--- src/hw/nsa_pkg.sv ---
// Purpose: Shared constants for the statistics, serial access and PHY port block
// Assumes: 25 MHz system clock, 32-bit register port
// Notes:   Register offsets are local choices
package nsa_pkg;
  localparam int          ADDR_W          = 8;
  localparam int          DATA_W          = 32;
  localparam logic [7:0]  STAT_ADDR       = 8'h40;
  localparam logic [7:0]  SER_ADDR        = 8'h48;
  localparam logic [7:0]  PHY_ADDR        = 8'h60;
  // Statistics register layout
  localparam int          STAT_POVF       = 31;
  localparam int          STAT_PCNT_LSB   = 17;
  localparam int          PCNT_W          = 8;
  localparam int          STAT_MOVF       = 16;
  localparam int          MCNT_W          = 7;
  // Serial access register layout
  localparam int          SER_DONE        = 21;
  localparam int          SER_RELOAD      = 20;
  localparam int          SER_MGMT_DATA_SAMPLE        = 19;
  localparam int          SER_MDIR        = 18;
  localparam int          SER_MGMT_DATA_DRIVE       = 17;
  localparam int          SER_MDC         = 16;
  localparam int          SER_RSV12       = 12;
  localparam int          SER_EMODE       = 11;
  localparam int          SER_RSV10       = 10;
  localparam int          SER_RDI         = 3;
  localparam int          SER_RDO         = 2;
  localparam int          SER_RCLK        = 1;
  localparam int          SER_RCS         = 0;
  localparam logic [31:0] SER_FIXED_ONES  = 32'h0000_83f0;
  localparam logic        SER_RSV10_RST   = 1'b1;
  // PHY port register layout
  localparam int          PHY_INIT        = 8;
  localparam int          PHY_RST         = 7;
  localparam int          PHY_STAT_W      = 7;
  // Serial ROM load sequence: start bit, read opcode, word address 0
  localparam int          ROM_CMD_W       = 9;
  localparam logic [8:0]  ROM_CMD         = 9'h180;
  localparam int          ROM_DATA_W      = 16;
  localparam int          CLK_KHZ         = 25000;
  localparam int          ROM_SCLK_KHZ    = 250;
  localparam int          ROM_HALF_CYC    = CLK_KHZ / (2 * ROM_SCLK_KHZ);
  localparam int          PHY_RST_NS      = 1000;
  localparam int          CLK_NS          = 40;
  localparam int          PHY_RST_CYC     = (PHY_RST_NS + CLK_NS - 1) / CLK_NS;
  typedef enum logic [1:0] {
    LD_IDLE,
    LD_CMD,
    LD_DATA,
    LD_DONE
  } nsa_load_e;
endpackage

--- src/hw/nsa_evt_counter.sv ---
// Purpose: Wrapping event counter with sticky overflow flag
// Assumes: inc_i is a one-cycle pulse on clk_i
// Notes:   An event in the clearing cycle is counted, not lost
`timescale 1ns/10ps
module nsa_evt_counter #(
  parameter int W = 8
) (
  // Clock and reset
  input  wire logic         clk_i,
  input  wire logic         arst_n_i,
  // Control
  input  wire logic         inc_i,
  input  wire logic         clr_i,
  // Status
  output logic      [W-1:0] count_o,
  output logic              ovf_o
);
  always_ff @(posedge clk_i or negedge arst_n_i) begin
    if (!arst_n_i) begin
      count_o <= '0;
    end else if (clr_i) begin
      count_o <= W'(inc_i);
    end else if (inc_i) begin
      count_o <= count_o + W'(1);
    end
  end

  always_ff @(posedge clk_i or negedge arst_n_i) begin
    if (!arst_n_i) begin
      ovf_o <= 1'b0;
    end else if (inc_i && !clr_i && (&count_o)) begin
      ovf_o <= 1'b1;
    end else if (clr_i) begin
      ovf_o <= 1'b0;
    end
  end
endmodule // nsa_evt_counter

--- src/hw/nsa_regs.sv ---
// Purpose: Receive statistics, serial bit-bang access and PHY port registers
// Assumes: Event pulses are on clk_i; pins and PHY status are asynchronous
// Notes:   Statistics clear on read; ROM auto-loads after reset
//
// Chosen here: the register offsets and the strobed register port.
`timescale 1ns/10ps
module nsa_regs
  import nsa_pkg::*;
#(
  parameter int HALF_CYC = ROM_HALF_CYC,
  parameter int RST_CYC  = PHY_RST_CYC
) (
  // Clock and reset
  input  wire logic              clk_i,
  input  wire logic              arst_n_i,
  // Register port
  input  wire logic [ADDR_W-1:0] addr_i,
  input  wire logic [DATA_W-1:0] wdata_i,
  input  wire logic              wr_i,
  input  wire logic              rd_i,
  output logic      [DATA_W-1:0] rdata_o,
  // Receive events
  input  wire logic              purge_evt_i,
  input  wire logic              missed_evt_i,
  // Management pins
  output logic                   mdc_o,
  input  wire logic              mdio_i,
  output logic                   mdio_o,
  output logic                   mdio_oe_o,
  // Serial ROM pins
  input  wire logic              rom_serial_in_pin_i,
  output logic                   rom_serial_out_pin_o,
  output logic                   rom_serial_clock_pin_o,
  output logic                   rom_select_pin_o,
  // PHY
  input  wire logic [6:0]        phy_status_i,
  output logic                   phy_reset_o,
  // Loaded ROM word
  output logic [ROM_DATA_W-1:0]  rom_word_o,
  output logic                   eeprom_load_done_o
);
  localparam logic [15:0] HALF_M1 = 16'(HALF_CYC - 1);
  localparam logic [15:0] RST_M1  = 16'(RST_CYC - 1);

  logic              wr_stat;
  logic              wr_ser;
  logic              wr_phy;
  logic              rd_stat;
  logic [PCNT_W-1:0] purged_packet_count;
  logic              purged_count_overflow_flag;
  logic [MCNT_W-1:0] missed_frame_count;
  logic              missed_count_overflow_flag;
  logic              mgmt_data_sample;
  logic              rom_in_s;
  logic [6:0]        phy_stat_s;
  // Serial access register state
  logic              eeprom_reload_request_q;
  logic              mgmt_direction_select_q;
  logic              mgmt_data_drive_q;
  logic              mgmt_clock_drive_q;
  logic              rsv12_q;
  logic              rsv10_q;
  logic              eeprom_mode_select_q;
  logic              eeprom_data_to_rom_q;
  logic              eeprom_clock_drive_q;
  logic              eeprom_select_drive_q;
  // PHY port register state
  logic              phy_port_init_control_q;
  logic [7:0]        phy_port_bits_q;
  logic [15:0]       rst_cnt_q;
  // Load engine
  nsa_load_e         ld_state_q;
  logic [15:0]       div_q;
  logic              tick;
  logic              phase_q;
  logic [4:0]        bit_q;
  logic              start_q;
  logic [ROM_CMD_W-1:0] cmd_q;
  logic              load_done_q;
  logic              busy;
  logic [DATA_W-1:0] rd_d;

  assign wr_stat = wr_i && (addr_i == STAT_ADDR);
  assign wr_ser  = wr_i && (addr_i == SER_ADDR);
  assign wr_phy  = wr_i && (addr_i == PHY_ADDR);
  assign rd_stat = rd_i && (addr_i == STAT_ADDR);
  assign busy    = (ld_state_q == LD_CMD) || (ld_state_q == LD_DATA);

  // Counters clear on read so software sees each event once
  nsa_evt_counter #(.W(PCNT_W)) u_purged (
    .clk_i    (clk_i),
    .arst_n_i (arst_n_i),
    .inc_i    (purge_evt_i),
    .clr_i    (rd_stat),
    .count_o  (purged_packet_count),
    .ovf_o    (purged_count_overflow_flag)
  );

  nsa_evt_counter #(.W(MCNT_W)) u_missed (
    .clk_i    (clk_i),
    .arst_n_i (arst_n_i),
    .inc_i    (missed_evt_i),
    .clr_i    (rd_stat),
    .count_o  (missed_frame_count),
    .ovf_o    (missed_count_overflow_flag)
  );

  nsa_sync2 #(.W(9)) u_sync (
    .clk_i    (clk_i),
    .arst_n_i (arst_n_i),
    .d_i      ({mdio_i, rom_serial_in_pin_i, phy_status_i}),
    .q_o      ({mgmt_data_sample, rom_in_s, phy_stat_s})
  );

  // Software fields of the serial access register
  always_ff @(posedge clk_i or negedge arst_n_i) begin
    if (!arst_n_i) begin
      mgmt_direction_select_q <= 1'b0;
      mgmt_data_drive_q       <= 1'b0;
      mgmt_clock_drive_q      <= 1'b0;
      rsv12_q                 <= 1'b0;
      rsv10_q                 <= SER_RSV10_RST;
      eeprom_mode_select_q    <= 1'b0;
      eeprom_data_to_rom_q    <= 1'b0;
      eeprom_clock_drive_q    <= 1'b0;
      eeprom_select_drive_q   <= 1'b0;
    end else if (wr_ser) begin
      mgmt_direction_select_q <= wdata_i[SER_MDIR];
      mgmt_data_drive_q       <= wdata_i[SER_MGMT_DATA_DRIVE];
      mgmt_clock_drive_q      <= wdata_i[SER_MDC];
      rsv12_q                 <= wdata_i[SER_RSV12];
      rsv10_q                 <= wdata_i[SER_RSV10];
      eeprom_mode_select_q    <= wdata_i[SER_EMODE];
      eeprom_data_to_rom_q    <= wdata_i[SER_RDO];
      eeprom_clock_drive_q    <= wdata_i[SER_RCLK];
      eeprom_select_drive_q   <= wdata_i[SER_RCS];
    end
  end

  // Reload request stays pending until the engine takes it
  always_ff @(posedge clk_i or negedge arst_n_i) begin
    if (!arst_n_i) begin
      eeprom_reload_request_q <= 1'b0;
    end else if (wr_ser && wdata_i[SER_RELOAD]) begin
      eeprom_reload_request_q <= 1'b1;
    end else if (!busy) begin
      // Engine takes it from idle or done; clearing here stops a restart loop
      eeprom_reload_request_q <= 1'b0;
    end
  end

  // Management pins follow the register bits directly
  assign mdc_o     = mgmt_clock_drive_q;
  assign mdio_o    = mgmt_data_drive_q;
  assign mdio_oe_o = mgmt_direction_select_q;

  // Half-period divider for the ROM clock during auto-load
  always_ff @(posedge clk_i or negedge arst_n_i) begin
    if (!arst_n_i) begin
      div_q <= '0;
    end else if (!busy || tick) begin
      div_q <= '0;
    end else begin
      div_q <= div_q + 16'h0001;
    end
  end
  assign tick = busy && (div_q == HALF_M1);

  // Auto-load: one read command, then one data word
  always_ff @(posedge clk_i or negedge arst_n_i) begin
    if (!arst_n_i) begin
      ld_state_q <= LD_IDLE;
      start_q    <= 1'b1;
      phase_q    <= 1'b0;
      bit_q      <= '0;
      cmd_q      <= '0;
      rom_word_o <= '0;
    end else begin
      case (ld_state_q)
        LD_IDLE, LD_DONE: begin
          if (start_q || eeprom_reload_request_q) begin
            ld_state_q <= LD_CMD;
            start_q    <= 1'b0;
            phase_q    <= 1'b0;
            bit_q      <= 5'(ROM_CMD_W - 1);
            cmd_q      <= ROM_CMD;
          end
        end
        LD_CMD: begin
          if (tick) begin
            phase_q <= !phase_q;
            if (phase_q) begin
              cmd_q <= {cmd_q[ROM_CMD_W-2:0], 1'b0};
              if (bit_q == 5'h00) begin
                ld_state_q <= LD_DATA;
                bit_q      <= 5'(ROM_DATA_W - 1);
              end else begin
                bit_q <= bit_q - 5'h01;
              end
            end
          end
        end
        LD_DATA: begin
          if (tick) begin
            phase_q <= !phase_q;
            if (!phase_q) begin
              rom_word_o <= {rom_word_o[ROM_DATA_W-2:0], rom_in_s};
            end else if (bit_q == 5'h00) begin
              ld_state_q <= LD_DONE;
            end else begin
              bit_q <= bit_q - 5'h01;
            end
          end
        end
        default: ld_state_q <= LD_IDLE;
      endcase
    end
  end

  always_ff @(posedge clk_i or negedge arst_n_i) begin
    if (!arst_n_i) begin
      load_done_q <= 1'b0;
    end else if (busy) begin
      load_done_q <= 1'b0;
    end else if (ld_state_q == LD_DONE) begin
      load_done_q <= 1'b1;
    end
  end
  assign eeprom_load_done_o = load_done_q;

  // Engine owns the ROM pins while loading; software only in ROM mode
  always_comb begin
    rom_select_pin_o       = 1'b0;
    rom_serial_clock_pin_o = 1'b0;
    rom_serial_out_pin_o   = 1'b0;
    if (busy) begin
      rom_select_pin_o       = 1'b1;
      rom_serial_clock_pin_o = phase_q;
      rom_serial_out_pin_o   = (ld_state_q == LD_CMD) && cmd_q[ROM_CMD_W-1];
    end else if (eeprom_mode_select_q) begin
      rom_select_pin_o       = eeprom_select_drive_q;
      rom_serial_clock_pin_o = eeprom_clock_drive_q;
      rom_serial_out_pin_o   = eeprom_data_to_rom_q;
    end
  end

  // PHY port register; init code is software's to supply
  always_ff @(posedge clk_i or negedge arst_n_i) begin
    if (!arst_n_i) begin
      phy_port_init_control_q <= 1'b0;
      phy_port_bits_q         <= '0;
    end else if (wr_phy) begin
      phy_port_init_control_q <= wdata_i[PHY_INIT];
      if (wdata_i[PHY_INIT]) begin
        phy_port_bits_q <= wdata_i[7:0];
      end
    end
  end

  // Stretch the reset so the PHY sees a full minimum pulse
  always_ff @(posedge clk_i or negedge arst_n_i) begin
    if (!arst_n_i) begin
      rst_cnt_q   <= '0;
      phy_reset_o <= 1'b0;
    end else if (wr_phy && !wdata_i[PHY_INIT] && wdata_i[PHY_RST]) begin
      rst_cnt_q   <= RST_M1;
      phy_reset_o <= 1'b1;
    end else if (rst_cnt_q != 16'h0000) begin
      rst_cnt_q <= rst_cnt_q - 16'h0001;
    end else begin
      phy_reset_o <= 1'b0;
    end
  end

  // Read mux
  always_comb begin
    rd_d = '0;
    case (addr_i)
      STAT_ADDR: begin
        rd_d[STAT_POVF]                         = purged_count_overflow_flag;
        rd_d[STAT_PCNT_LSB +: PCNT_W]           = purged_packet_count;
        rd_d[STAT_MOVF]                         = missed_count_overflow_flag;
        rd_d[MCNT_W-1:0]                        = missed_frame_count;
      end
      SER_ADDR: begin
        rd_d              = SER_FIXED_ONES;
        rd_d[SER_DONE]    = load_done_q;
        rd_d[SER_RELOAD]  = eeprom_reload_request_q;
        rd_d[SER_MGMT_DATA_SAMPLE]    = mgmt_data_sample;
        rd_d[SER_MDIR]    = mgmt_direction_select_q;
        rd_d[SER_MGMT_DATA_DRIVE]   = mgmt_data_drive_q;
        rd_d[SER_MDC]     = mgmt_clock_drive_q;
        rd_d[SER_RSV12]   = rsv12_q;
        rd_d[SER_EMODE]   = eeprom_mode_select_q;
        rd_d[SER_RSV10]   = rsv10_q;
        rd_d[SER_RDI]     = eeprom_mode_select_q && rom_in_s;
        rd_d[SER_RDO]     = eeprom_data_to_rom_q;
        rd_d[SER_RCLK]    = eeprom_clock_drive_q;
        rd_d[SER_RCS]     = eeprom_select_drive_q;
      end
      PHY_ADDR: begin
        rd_d[PHY_INIT] = phy_port_init_control_q;
        if (phy_port_init_control_q) begin
          rd_d[7:0] = phy_port_bits_q;
        end else begin
          rd_d[PHY_STAT_W-1:0] = phy_stat_s;
        end
      end
      default: rd_d = '0;
    endcase
  end

  always_ff @(posedge clk_i or negedge arst_n_i) begin
    if (!arst_n_i) begin
      rdata_o <= '0;
    end else begin
      rdata_o <= rd_i ? rd_d : '0;
    end
  end
endmodule // nsa_regs

--- src/hw/nsa_sync2.sv ---
// Purpose: Two-flop synchroniser for pin inputs
// Assumes: Inputs are quasi-static levels
// Notes:   First stage feeds only the second
`timescale 1ns/10ps
module nsa_sync2 #(
  parameter int W = 1
) (
  // Clock and reset
  input  wire logic         clk_i,
  input  wire logic         arst_n_i,
  // Data
  input  wire logic [W-1:0] d_i,
  output logic      [W-1:0] q_o
);
  logic [W-1:0] meta_q;

  always_ff @(posedge clk_i or negedge arst_n_i) begin
    if (!arst_n_i) begin
      meta_q <= '0;
      q_o    <= '0;
    end else begin
      meta_q <= d_i;
      q_o    <= meta_q;
    end
  end
endmodule // nsa_sync2

--- config.mk ---
export PLATFORM = sky130hd
export DESIGN_NAME = nsa_regs
export DESIGN_NICKNAME = d
export VERILOG_FILES = /design/src/hw/nsa_pkg.sv /design/src/hw/nsa_evt_counter.sv /design/src/hw/nsa_regs.sv /design/src/hw/nsa_sync2.sv
export SDC_FILE = /design/constraint.sdc
export NUM_CORES = 1
export LEC_CHECK = 0
export BUFFER_PORTS_ARGS = -buffer_cell sky130_fd_sc_hd__buf_2
export CAP_MARGIN = 10
export CELL_PAD_IN_SITES_DETAIL_PLACEMENT = 0
export CELL_PAD_IN_SITES_GLOBAL_PLACEMENT = 1
export CORE_ASPECT_RATIO = 1.2
export CORE_UTILIZATION = 44
export DETAILED_ROUTE_END_ITERATION = 10
export PLACE_DENSITY_LB_ADDON = 0.15
export SKIP_LAST_GASP = 1
export SLEW_MARGIN = 30
export SYNTH_ARGS = -nofsm -noshare
export SYNTH_HDL_FRONTEND = slang
export SYNTH_SLANG_ARGS = --single-unit
--- constraint.sdc ---
create_clock -name clk_i -period 2.75 [get_ports clk_i]
set_clock_uncertainty 0.15 [all_clocks]
set_input_delay 0.275 -clock clk_i [delete_from_list [all_inputs] [get_ports clk_i]]
set_output_delay 0.275 -clock clk_i [all_outputs]
set_load 0.03 [all_outputs]
==> metrics.cfg, run 1 <==
[floorplan]
ios=111
die_w_um=109.3
core_um2=13350
die_h_um=130.7
dieArea_um2=14280
start_util_pct=45.48
placementRows=46

[clocking]
clk_transition_reported_paths_ns=0.05
cts-buffers-inserted=17
cts-root-buf=clkbuf_16
cts_tree=done
cts_max_level=4
ctsResizeCount=0
clk_path_buf_depth=2
clock_latency_ns=0.42
clock_sinks=138

[detailed_routing]
drc=0
dr.first_iter.drc_count=189
drtAntennaViolNets=0
first_pass_iters=4
via_count=4370
wl_per_cell_um=15.15
routed_via_density=5.227
routed_wl_mm=12.67

[timing]
post-route-period-util_pct=93.33
fmax_mhz=389.6
fin_crit_ns=2.567
rsz0062_at_grt=false
hold-worst-slack_ns=0.06457
setup_viol=0
worstMarginPinSlew_ns=0.6587
hold_viol=0
drv_slew=0
tns_ns=0
slew_headroom_pct=56.09

[grt]
antenna_found_initial=0
grt_pass1_wl_mm=20.98
grt_pass1_vias=4294
grt_usage_pct=19.60
grt.overflow.total=0
grt_max_degree=74

[yosys]
syn_area_per_cell_um2=11.37
netlist_instances=534
yosys_warnings=0
synthDistinctLibCells=56
synth-main-ff-cell=dfrtp_1
ys_seq_area_share_pct=56.90
synth_edf_count=0
ys_ff_latch=138
syn-cell-area_um2=6073
async_flop_share_pct=100.0

[worst_setup_path]
path_max_fanout=5
critical_path.cell_chain=inv_1 > ha_1 > or3b_2 > o311ai_1 > o21bai_1 > mux2_2
crit_required_ns=2.90
critical_path.max_stage_delay_ns=0.53
crit_arrival_ns=2.72
cpMaxStageDelayCell=o311ai_1
setup.worst_path.start_class=register
crit_type=reg -> reg
end_kind=register

[power_and_ir_drop]
p_switching_mw=1.793
p_sw_share_pct=30.03
total_power_mw=5.971
power.share.sequential_pct=42.4
internal_power_mw=4.178
power_density_nw_per_um2=788.7
vdd_drop_max_mv=0.5280
p_leak_nw=3.584
p_clk_share_pct=37.9
p_comb_share_pct=19.7

[cells_and_area]
n_antenna_cell=0
final_util_pct=56.69
layout_common_cells=136 x dfrtp_1, 85 x buf_2, 57 x nor2_1, 35 x nand2_1, 34 x mux2_2
nets=720
final_common_cell=dfrtp_1
drive_gt1_share_pct=25.60
syn2layout_area_growth_pct=24.64
stdcell_count=836

[placement]
placed_cells=777
routabilityCongestion=0.8034
dpl.hpwl_mm=8.917
io_buffers=86

[worst_hold_path]
min_path_type=in -> reg

[job]
maxCapViolations=0

[outcome]
status=finished clean

-- cell families after synthesis --
group | Yosys count | synth area share [%]
compound gates | 79 | 8.900
xor+xnor | 23 | 3.317
fa+ha+maj | 10 | 2.060
buf+inv | 41 | 3.152
flops | 138 | 56.90
mux | 52 | 9.271
other cells | 1 | 0.06175
simple gates | 190 | 16.34
-- metrics by stage --
step / setup slack, ns / area (um2)
after floorplan: 0.2078 / 6100
after global placement: 0.2492 / 6695
after detailed placement: 0.2209 / 6699
after CTS: 0.2007 / 7570
after global routing: 0.05910 / 7570
final: 0.1835 / 7570
-- critical path, delay by kind of cell, from the launching register on --
family,cells,cell delay (ns)
mux,1,0.36
simple gates,1,0.47
buf+inv,1,0.07
fa+ha+maj,1,0.19
compound gates,2,0.78
flops,1,0.42
-- power groups by stage --
stage          sequential (mW)  clock (mW)  combinational [mW]
2_1_floorplan             2.51           0               0.854
3_3_place_gp              2.55           0                1.11
3_5_place_dp              2.56           0                1.16
4_1_cts                   2.53        2.32                1.20
5_1_grt                   2.57        2.40                1.34
6_report                  2.53        2.26                1.18
-- routing by layer --
metal | track usage [%] | part of all wire (%) | vias up
li1 | - | - | 2126
met5 | 0 | 0 | -
met3 | 5.655 | 3.6 | 16
met4 | 7.686 | 1.5 | 0
met2 | 32.37 | 51 | 69
met1 | 24.24 | 43 | 2159
-- synth_stat cells, drive strengths merged (6+ instances only) --
cell type,count,area share (%)
xor2,12,1.7
a22o,9,1.3
or3,8,0.82
buf,12,1.4
nor4,8,0.93
nand2b,10,1.0
ha,10,2.1
a21oi,20,1.6
inv,12,0.74
nand3,11,0.91
mux2i,18,3.0
and2,9,0.93
nor2,57,3.5
nand4,10,1.0
nor3,8,0.66
nor2b,6,0.62
mux2,34,6.3
clkbuf,17,1.1
dfrtp,136,56
xnor2,11,1.6
or4,7,0.87
o21ai,13,1.1
nand2,35,2.2
-- worst paths after layout --
check                                                 from                                   to  slack, ns  cells past startpoint
worst min register to register  u_sync.meta_q[6]$_DFF_PN0_              u_sync.q_o[6]$_DFF_PN0_       0.20                      0
worst min-delay path                                  wr_i  phy_port_init_control_q$_DFFE_PN0N_       0.06                      4
max in group asynchronous                         arst_n_i             rst_cnt_q[7]$_DFFE_PN0P_       1.40                      3
worst max-delay path                  bit_q[0]$_DFFE_PN0P_                 bit_q[3]$_DFFE_PN0P_       0.18                      6
min in group asynchronous                         arst_n_i                rdata_o[17]$_DFF_PN0_       0.28                      2
worst max register to register        bit_q[0]$_DFFE_PN0P_                 bit_q[3]$_DFFE_PN0P_       0.18                      6
-- flip-flops by register name, summed over array words and instances (netlist names), 2 cells and up --
name,flops
bit_q,5
rdata_o,23
div_q,16
phy_port_bits_q,8
u_sync.q_o,9
rom_word_o,16
ld_state_q,2
u_purged.count_o,8
cmd_q,2
rst_cnt_q,16
u_sync.meta_q,9
u_missed.count_o,7
-- cell type report --
type	instances	area, um2
well taps	168	210.2
flip-flops and latches	138	3456
clock buffers	22	484.2
clock inverters	10	116.4
inverters	12	45.04
multi-input cells	362	2456
fillers	1199	5783
repair buffers	124	802.0
-- repair_timing --
action / in CTS / in global routing
hold buffers: 27 / 0
hold endpoints to repair: 98 / 0
setup buffers: 0 / 0
No activity file was read; power rests on OpenSTA's default activity.
==> run 2, diff against run 1 <==
Settings changed: ABC_AREA set to 1, CORE_UTILIZATION 44 to 42.
==> run 2 against run 1 <==
Against the previous run:
- sequential share of layout area shrank 2.6 points
- register-to-register slack gained 0.53 ns
- design area grew 6.1%
- via count grew 20%
==> metrics.cfg, run 2 <==
[clocking]
cts_max_level=4
cts-hold-fix-buffers=25
clk_path_buf_depth=2
cts-root-buf=clkbuf_16
clock_latency_ns=0.42
cts-buffers-inserted=17
clk_transition_reported_paths_ns=0.06
ctsResizeCount=0
cts_setup_buffers=0
cts_tree=done
clock_sinks=138

[floorplan]
dieArea_um2=16030
start_util_pct=43.24
core_um2=15080
die_h_um=138.5
die_w_um=115.8
ios=111
placementRows=49

[yosys]
synth_edf_count=0
syn_area_per_cell_um2=8.329
yosys.area.top_type=dfrtp_1
synth_common_cells=192 x nand2_1, 136 x dfrtp_1, 136 x inv_1
async_flop_share_pct=100.0
yosys_warnings=0
synth-main-ff-cell=dfrtp_1
syn-cell-area_um2=6521
synth_top_cell_area_share_pct=52.19
ys_seq_area_share_pct=52.99
netlist_instances=783
synth_area_leaders=dfrtp_1 52%, nand2_1 11%, inv_1 7.8%, nand3_1 5.1%, nor2_1 4.4%
yosysMostFrequentCell=nand2_1
synthDistinctLibCells=36
ys_ff_latch=138

[detailed_routing]
dr.first_iter.drc_count=267
drc=0
first_pass_iters=4
routed_wl_mm=14.32
drtAntennaViolNets=0
via_count=5251
routed_via_density=4.680
wl_per_cell_um=12.76

[placement]
placed_cells=1065
dpl.hpwl_mm=10.22
routabilityCongestion=0.8630
place_area_um2=7142
io_buffers=86

[timing]
rsz0062_at_grt=false
fin_crit_ns=2.463
post-route-period-util_pct=89.58
hold_viol=0
drv_slew=0
fmax_mhz=406.0
worstMarginPinSlew_ns=0.5723
slew_headroom_pct=61.85
setup_viol=0
tns_ns=0

[power_and_ir_drop]
total_power_mw=5.891
p_leak_nw=4.568
power_density_nw_per_um2=733.1
vdd_drop_max_mv=0.3890

[cells_and_area]
n_antenna_cell=0
drive_gt1_share_pct=16.88
fin_area_um2=8035
layout_common_cells=192 x nand2_1, 136 x inv_1, 136 x dfrtp_1, 85 x buf_2, 77 x nor2_1
regMostFlops=rdata_o
stdcell_count=1122
final_common_cell=nand2_1
largest_register_ffs=23
nets=970
syn2layout_area_growth_pct=23.22
nFillCells=1444

[worst_hold_path]
min_path_cells=3
min_path_type=in -> reg
min_from=purge_evt_i
hold_end=u_purged.count_o[7]$_DFFE_PN0P_

[outcome]
status=finished clean

[grt]
grt_max_degree=63
antenna_found_initial=0
grt_pass1_wl_mm=24.02
grt_usage_pct=19.40
grt_pass1_vias=5092
grt.overflow.total=0

[worst_setup_path]
setup.worst_path.start_class=register
r2r_start=ld_state_q[0]$_DFFE_PN0P_
crit_type=reg -> out
rr_endpoint=bit_q[1]$_DFFE_PN0P_
crit_arrival_ns=2.04
worst-r2r-setup-slack_ns=0.71
end_kind=output port
crit_required_ns=2.33
rr_worst_depth=9
path_max_fanout=9

[job]
maxCapViolations=0

==> run 2: changes by cell type in the layout (fill, tap and decap cells not counted), moves of 9 or more <==
cell | previous run | this run
mux2_2 | 34 | 0
inv_1 | 12 | 136
nand3_1 | 11 | 66
nand2_1 | 35 | 192
nand2b_1 | 10 | 0
nor2_1 | 57 | 77
a22o_1 | 9 | 0
o21ai_0 | 12 | 42
mux2i_1 | 18 | 0
xnor2_1 | 11 | 0
and2_1 | 9 | 0
==> run 2: critical path, cell delays in order, from the launching register on <==
cell	delay [ns]
dfrtp_1	0.39
inv_1	0.08
ha_1	0.40
inv_2	0.17
nand2_1	0.08
o21ai_0	0.24
buf_2	0.26
==> run 2: cell families after synthesis <==
group | after synthesis | synth area share [%]
AOI/OAI and AO/OA | 76 | 6.255
xor gates and xnor gates | 16 | 2.149
adders and majority gates | 10 | 1.919
buffers and inverters | 160 | 10.23
DFF | 138 | 52.99
other | 1 | 0.05750
and+or+nand+nor | 382 | 26.40
==> run 2: power breakdown <==
group | internal (mW) | switching (mW) | leakage (nW)
registers | 2.29 | 0.220 | 1.72
clock network | 1.63 | 0.852 | 0.316
logic | 0.341 | 0.562 | 2.53
==> run 2: through the flow <==
step                utilization [%]  hold WS [ns]  setup WS [ns]
finish                        53.28       0.02677         0.2867
detailed placement            47.35        0.1529         0.5699
global route                  53.28       0.01712         0.1207
floorplan                         -       -0.1706         0.6502
CTS                           53.28      0.002048         0.2515
global placement              47.35        0.1435         0.6293
==> run 2: cell type report <==
type	count	area, um2	share of cell area [%]
clock buffers	19	442.9	5.512
multi-input cells	492	2425	30.18
inverters	142	534.3	6.649
clock inverters	13	200.2	2.491
repair buffers	114	721.9	8.985
well taps	204	255.2	3.177
flip-flops and latches	138	3456	43.01
==> run 2: worst max path at each step <==
stage | start | endpoint | slack (ns) | cells past startpoint
CTS | ld_state_q[0]$_DFFE_PN0P_ | rom_serial_out_pin_o | 0.25 | 6
global placement | addr_i[0] | rdata_o[5]$_DFF_PN0_ | 0.63 | 10
finish | ld_state_q[0]$_DFFE_PN0P_ | rom_serial_out_pin_o | 0.29 | 6
detailed placement | addr_i[0] | rdata_o[5]$_DFF_PN0_ | 0.57 | 10
floorplan | ld_state_q[0]$_DFFE_PN0P_ | rom_serial_out_pin_o | 0.65 | 5
global route | ld_state_q[0]$_DFFE_PN0P_ | rom_serial_out_pin_o | 0.12 | 6
==> run 2: metal layers <==
layer  share of wire [%]  up-vias  global-route usage (%)
li1                    -     2660                       -
met1                  45     2486                   23.47
met2                  50       92                   32.93
met3                 3.7       13                   4.779
met4                 1.5        0                   7.490
met5                   0        -                       0
